--- config.mk ---
export PLATFORM = sky130hd
export DESIGN_NAME = pbd_bank_divider
export DESIGN_NICKNAME = d
export VERILOG_FILES = /design/src/rtl/pbd_pkg.sv /design/src/rtl/pbd_bank_divider.sv
export SDC_FILE = /design/constraint.sdc
export NUM_CORES = 1
export LEC_CHECK = 0
export BUFFER_PORTS_ARGS = -buffer_cell sky130_fd_sc_hd__buf_2
export CAP_MARGIN = 5
export CORE_ASPECT_RATIO = 0.75
export CORE_MARGIN = 2
export CORE_UTILIZATION = 38
export CTS_CLUSTER_SIZE = 24
export DETAILED_ROUTE_END_ITERATION = 10
export PLACE_DENSITY = 0.8
export SYNTH_ARGS = -nofsm -noshare
export SYNTH_HDL_FRONTEND = slang
export SYNTH_SLANG_ARGS = --single-unit
--- constraint.sdc ---
create_clock -name ref_clk_i -period 1.1 [get_ports ref_clk_i]
set_input_delay 0.22 -clock ref_clk_i [delete_from_list [all_inputs] [get_ports ref_clk_i]]
set_output_delay 0.22 -clock ref_clk_i [all_outputs]
set_load 0.03 [all_outputs]
--- src/rtl/pbd_pkg.sv ---
/*
  Package for the bank divider select block: divider phases, select codes,
  register map of the Avalon-MM slave and bank geometry.
  Assumes one clock standing in for the oscillator, synchronous active-low reset.
*/
// Overview of operation
// - oscillator clock divided by two and four; these feed the banks unless test bypass is on
// - every divided output clock has 50% duty whatever the reference duty
// - two select inputs choose half- or quarter-rate clock per bank
// - codes 01,10,11 slow bank one, one-two, one-three; 00 all fast
// - with half-rate feedback, slow banks run at half the reference
// - half-rate feedback locks oscillator at twice the reference frequency
// - quarter-rate feedback gives outputs at reference or twice reference
// - oscillator runs 100 to 200 MHz, twice the output range
// - output enable high holds all outputs low; low lets them toggle
// - falling edge of clear resets half-rate setting outputs; level ignored
// - test input bypasses the loop; tied low in normal use
// - fourth bank carries the half-rate divided clock under every select code
// - clear resets the quarter-rate divider phase
// - test high drives outputs through bypass path, low from the loop
package pbd_pkg;
  localparam int BANK_WIDTH = 3;
  localparam int CNT_WIDTH = 2;
  localparam logic [1:0] CNT_ZERO = 2'h0;
  localparam logic [1:0] CNT_ONE = 2'h1;
  // phase just before the one in which both divided clocks are low
  localparam logic [1:0] CNT_PRE_LOW = 2'h2;
  localparam logic [1:0] SEL_ALL_FAST = 2'h0;
  localparam logic [1:0] SEL_BANK1 = 2'h1;
  localparam logic [1:0] SEL_BANK12 = 2'h2;
  localparam logic [1:0] SEL_BANK123 = 2'h3;
  localparam int ADDR_WIDTH = 4;
  localparam logic [3:0] CTRL_OFFSET = 4'h0;
  localparam logic [3:0] STATUS_OFFSET = 4'h4;
  localparam logic [2:0] CTRL_RESET = 3'h0;
  localparam int CTRL_OVR_BIT = 0;
  localparam int CTRL_SEL_LSB = 1;
  localparam int ST_SEL_LSB = 0;
  localparam int ST_CNT_LSB = 2;
  localparam int ST_OE_N_BIT = 4;
  localparam int ST_TEST_BIT = 5;
  localparam int ST_FB_BIT = 6;
  localparam int ST_CLR_BIT = 7;
  localparam logic [31:0] READ_ZERO = 32'h0000_0000;
  // synchroniser reset value: the clear pin idles high, so releasing reset is no falling edge
  localparam logic [7:0] SYNC_IDLE = 8'h02;
endpackage

--- src/rtl/pbd_bank_divider.sv ---
/*
  Output-side logic of a phase-locked clock driver: shared divide-by-two and
  divide-by-four counter, glitch-free bank select, enable gating, divider clear,
  test bypass and a small Avalon-MM register slave.
  Assumes ref_clk_i is the oscillator clock; the device pins are asynchronous to it, rstn_i and the Avalon-MM bus are not.
*/
// Local design decisions: the address map and register access over Avalon-MM.
`timescale 1ns/1ps
module pbd_bank_divider #(
  parameter int BANK_WIDTH = pbd_pkg::BANK_WIDTH
) (
  input wire logic ref_clk_i,
  input wire logic rstn_i,
  input wire logic ref_clock_pair_p_i,
  input wire logic ref_clock_pair_n_i,
  input wire logic loop_feedback_in_i,
  input wire logic bank_select_hi_i,
  input wire logic bank_select_lo_i,
  input wire logic output_enable_n_i,
  input wire logic half_rate_clear_n_i,
  input wire logic test_bypass_i,
  input wire logic [3:0] avs_address_i,
  input wire logic avs_read_i,
  input wire logic avs_write_i,
  input wire logic [31:0] avs_writedata_i,
  output logic [31:0] avs_readdata_o,
  output logic avs_waitrequest_o,
  output logic [BANK_WIDTH-1:0] bank1_out_o,
  output logic [BANK_WIDTH-1:0] bank2_out_o,
  output logic [BANK_WIDTH-1:0] bank3_out_o,
  output logic [BANK_WIDTH-1:0] bank4_out_o
);

  typedef enum logic [1:0] {
    PBD_ALL_FAST = 2'b00,
    PBD_SLOW_1 = 2'b01,
    PBD_SLOW_12 = 2'b10,
    PBD_SLOW_123 = 2'b11
  } pbd_sel_type;

  // true when bank (1..3) takes the quarter-rate clock under this code
  function automatic logic bank_is_slow(input pbd_sel_type code, input logic [1:0] bank);
    logic slow;
    slow = 1'b0;
    case (code)
      PBD_ALL_FAST: slow = 1'b0;
      PBD_SLOW_1: slow = (bank == 2'h1);
      PBD_SLOW_12: slow = (bank == 2'h1) || (bank == 2'h2);
      PBD_SLOW_123: slow = 1'b1;
      default: slow = 1'b0;
    endcase
    return slow;
  endfunction

  // two-stage synchronisers; stage one feeds only stage two
  logic [7:0] sync_meta;
  logic [7:0] sync_hold;
  logic ref_p_s;
  logic ref_n_s;
  logic fb_s;
  logic sel_hi_s;
  logic sel_lo_s;
  logic oe_n_s;
  logic clr_n_s;
  logic test_s;
  logic clr_n_prev;
  logic clear_fall;

  always_ff @(posedge ref_clk_i) begin
    if (!rstn_i) begin
      sync_meta <= pbd_pkg::SYNC_IDLE;
      sync_hold <= pbd_pkg::SYNC_IDLE;
    end else begin
      sync_meta <= {ref_clock_pair_p_i, ref_clock_pair_n_i, loop_feedback_in_i,
                    bank_select_hi_i, bank_select_lo_i, output_enable_n_i,
                    half_rate_clear_n_i, test_bypass_i};
      sync_hold <= sync_meta;
    end
  end

  assign {ref_p_s, ref_n_s, fb_s, sel_hi_s, sel_lo_s, oe_n_s, clr_n_s, test_s} = sync_hold;

  // only the falling edge of clear acts; a held low level does nothing more
  always_ff @(posedge ref_clk_i) begin
    if (!rstn_i) begin
      clr_n_prev <= 1'b1;
    end else begin
      clr_n_prev <= clr_n_s;
    end
  end

  assign clear_fall = clr_n_prev && !clr_n_s;

  // register slave
  logic ctrl_ovr;
  pbd_sel_type ctrl_sel;
  logic bus_ack;
  logic bus_req;

  assign bus_req = avs_read_i || avs_write_i;
  // one wait cycle per access keeps the read path registered
  assign avs_waitrequest_o = bus_req && !bus_ack;

  always_ff @(posedge ref_clk_i) begin
    if (!rstn_i) begin
      bus_ack <= 1'b0;
    end else begin
      bus_ack <= bus_req && !bus_ack;
    end
  end

  always_ff @(posedge ref_clk_i) begin
    if (!rstn_i) begin
      ctrl_ovr <= pbd_pkg::CTRL_RESET[pbd_pkg::CTRL_OVR_BIT];
      ctrl_sel <= pbd_sel_type'(pbd_pkg::SEL_ALL_FAST);
    end else if (avs_write_i && bus_ack && avs_address_i == pbd_pkg::CTRL_OFFSET) begin
      ctrl_ovr <= avs_writedata_i[pbd_pkg::CTRL_OVR_BIT];
      ctrl_sel <= pbd_sel_type'(avs_writedata_i[pbd_pkg::CTRL_SEL_LSB +: 2]);
    end
  end

  // shared counter and applied select
  logic [1:0] cnt;
  logic [1:0] next_cnt;
  pbd_sel_type want_sel;
  pbd_sel_type applied_sel;

  assign next_cnt = clear_fall ? pbd_pkg::CNT_ZERO : 2'(cnt + pbd_pkg::CNT_ONE);
  assign want_sel = ctrl_ovr ? ctrl_sel : pbd_sel_type'({sel_hi_s, sel_lo_s});

  // one counter drives both rates, so quarter-rate edges land on half-rate edges
  always_ff @(posedge ref_clk_i) begin
    if (!rstn_i) begin
      cnt <= pbd_pkg::CNT_ZERO;
    end else begin
      cnt <= next_cnt;
    end
  end

  // swap the mux only when the next phase has both clocks low
  always_ff @(posedge ref_clk_i) begin
    if (!rstn_i) begin
      applied_sel <= pbd_sel_type'(pbd_pkg::SEL_ALL_FAST);
    end else if (cnt == pbd_pkg::CNT_PRE_LOW && !clear_fall) begin
      applied_sel <= want_sel;
    end
  end

  always_ff @(posedge ref_clk_i) begin
    if (!rstn_i) begin
      avs_readdata_o <= pbd_pkg::READ_ZERO;
    end else if (avs_read_i && !bus_ack) begin
      case (avs_address_i)
        pbd_pkg::CTRL_OFFSET: begin
          avs_readdata_o <= {29'h0000_0000, ctrl_sel, ctrl_ovr};
        end
        pbd_pkg::STATUS_OFFSET: begin
          avs_readdata_o <= {24'h00_0000, !clr_n_s, fb_s, test_s, oe_n_s, cnt, applied_sel};
        end
        default: begin
          avs_readdata_o <= pbd_pkg::READ_ZERO;
        end
      endcase
    end
  end

  // output stage: registered from the next counter phase
  logic half_clk;
  logic quarter_clk;
  logic ref_level;
  logic out_en;

  assign half_clk = !next_cnt[0];
  assign quarter_clk = !next_cnt[1];
  // bypass path: the raw differential reference replaces the divided clocks
  assign ref_level = ref_p_s && !ref_n_s;
  assign out_en = !oe_n_s;

  always_ff @(posedge ref_clk_i) begin
    if (!rstn_i) begin
      bank1_out_o <= '0;
      bank2_out_o <= '0;
      bank3_out_o <= '0;
      bank4_out_o <= '0;
    end else if (!out_en) begin
      bank1_out_o <= '0;
      bank2_out_o <= '0;
      bank3_out_o <= '0;
      bank4_out_o <= '0;
    end else if (test_s) begin
      bank1_out_o <= {BANK_WIDTH{ref_level}};
      bank2_out_o <= {BANK_WIDTH{ref_level}};
      bank3_out_o <= {BANK_WIDTH{ref_level}};
      bank4_out_o <= {BANK_WIDTH{ref_level}};
    end else begin
      // slow banks halve the fed-back rate, fast ones match it
      bank1_out_o <= {BANK_WIDTH{bank_is_slow(applied_sel, 2'h1) ? quarter_clk : half_clk}};
      bank2_out_o <= {BANK_WIDTH{bank_is_slow(applied_sel, 2'h2) ? quarter_clk : half_clk}};
      bank3_out_o <= {BANK_WIDTH{bank_is_slow(applied_sel, 2'h3) ? quarter_clk : half_clk}};
      bank4_out_o <= {BANK_WIDTH{half_clk}};
    end
  end

  // checks
  logic run_ok;
  assign run_ok = out_en && !test_s && !clear_fall;

  counter_step_a: assert property (@(posedge ref_clk_i) disable iff (!rstn_i)
    !$past(clear_fall) && $past(rstn_i) |-> cnt == 2'($past(cnt) + 2'h1))
    else $error("divider counter skipped a phase");

  clear_phase_a: assert property (@(posedge ref_clk_i) disable iff (!rstn_i)
    clear_fall |=> cnt == pbd_pkg::CNT_ZERO)
    else $error("clear edge did not reset divider phase");

  enable_gate_a: assert property (@(posedge ref_clk_i) disable iff (!rstn_i)
    oe_n_s |=> (bank1_out_o | bank2_out_o | bank3_out_o | bank4_out_o) == '0)
    else $error("outputs not low while disabled");

  bank4_toggle_a: assert property (@(posedge ref_clk_i) disable iff (!rstn_i)
    run_ok ##1 run_ok |=> bank4_out_o[0] != $past(bank4_out_o[0]))
    else $error("fourth bank not at half rate");

  slow_duty_a: assert property (@(posedge ref_clk_i) disable iff (!rstn_i)
    run_ok [*4] ##0 (applied_sel == PBD_SLOW_123 && $rose(bank3_out_o[0]))
    ##0 run_ok [*1] ##1 run_ok |-> bank3_out_o[0] ##1 !bank3_out_o[0])
    else $error("quarter-rate output duty not balanced");

  sel_window_a: assert property (@(posedge ref_clk_i) disable iff (!rstn_i)
    $changed(applied_sel) && $past(rstn_i) |-> $past(cnt) == pbd_pkg::CNT_PRE_LOW)
    else $error("bank select applied outside the low phase");

  test_path_a: assert property (@(posedge ref_clk_i) disable iff (!rstn_i)
    out_en && test_s |=> bank2_out_o == {BANK_WIDTH{$past(ref_level)}})
    else $error("bypass path did not follow reference");

  fast_code_a: assert property (@(posedge ref_clk_i) disable iff (!rstn_i)
    run_ok && applied_sel == PBD_ALL_FAST && !$changed(applied_sel)
    |=> bank1_out_o == bank4_out_o)
    else $error("code 00 left a bank slow");

  edge_align_a: assert property (@(posedge ref_clk_i) disable iff (!rstn_i)
    run_ok ##1 run_ok ##1 (run_ok && $rose(bank3_out_o[0])) |-> $rose(bank4_out_o[0]))
    else $error("slow rising edge not on a fast rising edge");

  bus_answer_a: assert property (@(posedge ref_clk_i) disable iff (!rstn_i)
    $rose(bus_req) |-> avs_waitrequest_o ##1 !avs_waitrequest_o)
    else $error("bus answer not after one wait cycle");

  slow_all_c: cover property (@(posedge ref_clk_i) disable iff (!rstn_i)
    applied_sel == PBD_SLOW_123 && run_ok);
  clear_hit_c: cover property (@(posedge ref_clk_i) disable iff (!rstn_i)
    clear_fall && cnt == pbd_pkg::CNT_PRE_LOW);
  test_mode_c: cover property (@(posedge ref_clk_i) disable iff (!rstn_i)
    out_en && test_s);
  override_c: cover property (@(posedge ref_clk_i) disable iff (!rstn_i)
    ctrl_ovr && $changed(applied_sel));

endmodule

Yosys cells after proc, flatten, opt, wreduce, memory -nomap -nowiden
Index checks and enable logic that the tools add are counted.
{"block": "totals", "ff_bits": 69, "out_inout_bits": 45, "elab_cells": 63}
{"block": "op_classes", "n_addsub": 1, "eq_ne": 5, "n_mux": 22, "bitwise_logic": 1, "reduce_logical": 21}
{"op": "$pmux 8 s2", "n": 1}
{"op": "$mux 1", "n": 12}
{"op": "$mux 3", "n": 4}
{"op": "$logic_and 1x1->1", "n": 7}
{"op": "$eq 2x2->1 const B", "n": 3}
{"op": "$logic_not 1->1", "n": 6}
{"op": "$pmux 1 s2", "n": 3}
{"op": "$reduce_or 2->1", "n": 3}
{"op": "$reduce_or 3->1", "n": 2}
{"op": "$eq 4x3->1 const B", "n": 1}
{"op": "$logic_not 4->1", "n": 1}
{"op": "$mux 2", "n": 2}
{"op": "$add 2x1->2 const B", "n": 1}
{"op": "$eq 2x1->1 const B", "n": 1}
{"op": "$logic_not 2->1", "n": 1}
{"op": "$logic_or 1x1->1", "n": 1}
{"op": "$not 1->1", "n": 1}

Longest topological paths before layout
{"block": "logic_depth", "depth_word": 8, "mapped_depth": 4, "ltp_nobuf": 4}

Least setup slack after synthesis
OpenSTA, ideal clock, no wires.
{"block": "synth_timing", "kind": "register -> register", "start": "reg cnt[0]", "end": "reg applied_sel[0]", "setup_ns": 0.116, "arrival_time_ns": 0.971, "path_slack_ns": 0.012, "stages_incl_launch_ff": 5, "n_path_buf": 0, "cell_sequence": "dfxtp_1 -> inv_1 -> ha_1 -> and2_1 -> o211a_1"}
{"block": "synth_via", "elab_chain_len": 2}
{"item": "start: declaration", "line": "pbd_bank_divider.sv:123", "rtl": "logic [1:0] cnt;"}
{"item": "start signal: assignment", "line": "pbd_bank_divider.sv:134", "rtl": "cnt <= pbd_pkg::CNT_ZERO;"}
{"item": "start signal: assignment", "line": "pbd_bank_divider.sv:136", "rtl": "cnt <= next_cnt;"}
{"item": "$eq 2x2->1", "line": "pbd_bank_divider.sv:144", "rtl": "end else if (cnt == pbd_pkg::CNT_PRE_LOW && !clear_fall) begin"}
{"item": "$logic_and 1x1->1", "line": "pbd_bank_divider.sv:144"}
{"item": "end signal: assignment", "line": "pbd_bank_divider.sv:143", "rtl": "applied_sel <= pbd_sel_type'(pbd_pkg::SEL_ALL_FAST);"}
{"item": "end signal: assignment", "line": "pbd_bank_divider.sv:145", "rtl": "applied_sel <= want_sel;"}
{"item": "end: declaration", "line": "pbd_bank_divider.sv:126", "rtl": "pbd_sel_type applied_sel;"}
No other way between the ends.
A chain may end at the register's enable or synchronous reset.

Worst setup path after layout
{"block": "layout_timing", "start": "reg bus_ack", "end": "out avs_waitrequest_o"}
{"block": "layout_via", "elab_chain_len": 2}
{"item": "start: declaration", "line": "pbd_bank_divider.sv:97", "rtl": "logic bus_ack;"}
{"item": "start signal: assignment", "line": "pbd_bank_divider.sv:108", "rtl": "bus_ack <= bus_req && !bus_ack;"}
{"item": "$logic_not 1->1", "line": "pbd_bank_divider.sv:102", "rtl": "assign avs_waitrequest_o = bus_req && !bus_ack;"}
{"item": "$logic_and 1x1->1", "line": "pbd_bank_divider.sv:102"}
{"item": "end: declaration", "line": "pbd_bank_divider.sv:27", "rtl": "output logic avs_waitrequest_o,"}
No other way between the ends.

==> out/results.txt <==
First-pass GRT wire length: 3810 um
Worst Path Arrival: 0.87 ns
Hold buffers post-CTS: 0
Leak pwr: 0.868 nW
Root Buffer: clkbuf_8
Post-DP HPWL: 1890 um
# diodes: 0
Initial Util: 39.1%
All-Layer GR Usage: 11.1%
Max rail drop VDD: 0.797 mV
Tcrit/Tclk final: 99.3%
CTS Sinks: 37
CP Capture Type: primary output
Cell breakdown of the critical path: nor2_4 > buf_6
ANT nets after route: 0
Critical path's slowest cell: dfxtp_4
Die W: 78.1 um
TritonCTS buffer count: 5
DR vias/cell: 4.16
Vias in the first global route: 894
Initial drt markers: 28
Max Clock Skew: 0.00656 ns
GPL Wtd Cong: 0.764
Fillcell total: 404
Yosys reg bits: 37
Longest Clk Path Bufs: 2
Final worst slack: 0.00739 ns
Fraction of layout cells with a size suffix above 1: 30.4%
Ys Warns: 0
Gr ovfl total: 0
Synthesized area: 0.00157 sq mm
Worst-Skew Late Latency: 0.29 ns
Buffers added on ports: 39
Worst-path clk slew: 0.07 ns
Power Density: 1510 mW/mm^2
Crit path launch type: flop
CTS tree: yes
Core area: 0.00400 sq mm
Hold Slack: 0.119 ns
Total number of vias: 1,036
Mapped Cells: 158
Ports: 93
Syn-to-layout area delta: 16.5%
Initial antenna violation count: 0
Drt total wl: 2480 um
Final Util: 45.6%
Mean post-synth cell area: 9.91 sq um
Final Net Count: 244
Seq/Total Area, Yosys: 47.3%
WL per Instance: 9.97 um
Peak fanout along the critical path: 4
RSZ-0062 raised after global routing: yes
Std-Cell Rows: 20
CP peak stage delay: 0.37 ns
Final setup fails: 0
Highest Clock Rate: 915 MHz
# DRC: 0
Die Area: 0.00466 sq mm
Outcome: finished, final reports clean
Total negative setup slack: 0 ns
First-pass DRT Iterations: 2
Die Span Y: 59.6 um
Critical Path RT: 0.88 ns
Worst setup path class: reg -> out
MaxCap Viol Count: 0
Class of the worst hold path: in -> reg
H-Tree Depth: 2
Largest net degree at the start of global routing: 21
Unique masters post-synth: 24
Max-slew violations: 0
Final Hold Fails: 0
Final min period: 1.09 ns
Place WS: -0.0226 ns
==> critical path, delay by kind of cell, from the launching register on <==
kind	cells	cell delay (ns)
buffers and inverters	1	0.13
AND/OR/NAND/NOR	1	0.09
flip-flops	1	0.37
==> kinds of logic (layout without fill, tap and decap cells) <==
group                      Yosys count  after routing  synth area share (%)
DFF                                 37             37                  47.3
AOI/OAI and AO/OA                   15             15                  6.55
other                                1             24                 0.239
and+or+nand+nor                     53             53                  20.6
buffers and inverters               40             53                  17.5
muxes                               11             11                  7.03
adders and majority gates            1              1                 0.799
==> per-layer routing <==
layer	up-vias	wire length (um)	track usage, %
met5	-	0	0
met4	0	63	7.52
met3	7	181	4.27
met2	35	1210	18.2
met1	461	1030	12.2
li1	533	-	-
==> stage by stage <==
stage          area, sq um  std cells  total power, W
3_3_place_gp          1700        243         0.00190
3_5_place_dp          1700        243         0.00191
5_1_grt               1830        249         0.00287
4_1_cts               1800        249         0.00276
6_report              1830        249         0.00275
2_1_floorplan         1650        181         0.00189
==> Yosys cell counts <==
master     number  area (sq um)
nand3b_2        1          11.3
o211a_1         2          20.0
inv_1           2          7.51
conb_1          1          3.75
nor2b_1         7          43.8
mux2i_1        11           110
o21ai_1         4          20.0
clkbuf_1        3          11.3
buf_2           3          15.0
nand4bb_1       1          11.3
ha_1            1          12.5
nor3_2          1          10.0
nand3_1         5          25.0
nand2b_1        5          31.3
dfxtp_1        37           741
a21boi_1        1          7.51
nor4b_4         1          23.8
buf_4          32           240
a32oi_1         4          35.0
nand2_1         9          33.8
nand3b_1        1          7.51
a21oi_1         4          20.0
and2_1         17           106
nor2_1          5          18.8
==> report_power, final <==
part	total, W	leakage, nW	internal [W]	switching [W]
Combinational	0.000470	0.524	0.000151	0.000319
Sequential	0.00143	0.304	0.00140	0.0000345
Clock	0.000848	0.0399	0.000416	0.000432
==> flip-flops by register name, summed over array words and instances, names as in the netlist, 2 cells and up <==
name,cells
applied_sel,2
ctrl_sel,2
avs_readdata_o,8
cnt,2
sync_hold,8
sync_meta,8
==> what timing repair did <==
item	in CTS	in global routing
endpoints found under the hold margin	0	0
buffers inserted	0	0
gates cloned	0	0
endpoints found under the setup margin	9	12
resized for setup	6	6
pin swaps	2	4
==> path summary, 6_finish.rpt <==
kind,from,cells after the start,slack (ns),endpoint
setup reg to reg,bus_ack,3,0.05,avs_readdata_o[6]
hold / removal,half_rate_clear_n_i,2,0.12,sync_meta[1]
setup / recovery,bus_ack,2,0.007,avs_waitrequest_o
hold reg to reg,sync_meta[1],1,0.41,sync_hold[1]
==> cells in the final DEF, fill, tap and decap left out, types with 2 or more instances in the layout <==
cell type / n
nor2_1: 4
clkbuf_8: 5
nand2_1: 9
dfxtp_1: 36
o21ai_2: 2
a21oi_1: 4
o21ai_1: 2
o211a_1: 2
buf_2: 38
and2_1: 17
buf_6: 2
inv_1: 2
a32oi_1: 4
conb_1: 24
nand2b_1: 5
mux2i_1: 11
nor2b_1: 7
nand3_1: 5
buf_4: 5
==> area by class of cell <==
type,instances,area [sq um],share of cell area [%]
clock buffers,5,68.8,3.77
clock inverters,1,5.00,0.274
inverters,2,7.51,0.411
multi-input cells,104,681,37.3
flip-flops and latches,37,744,40.8
well taps,55,68.8,3.77
repair buffers,45,250,13.7
Power figures use the tool's default switching activity.
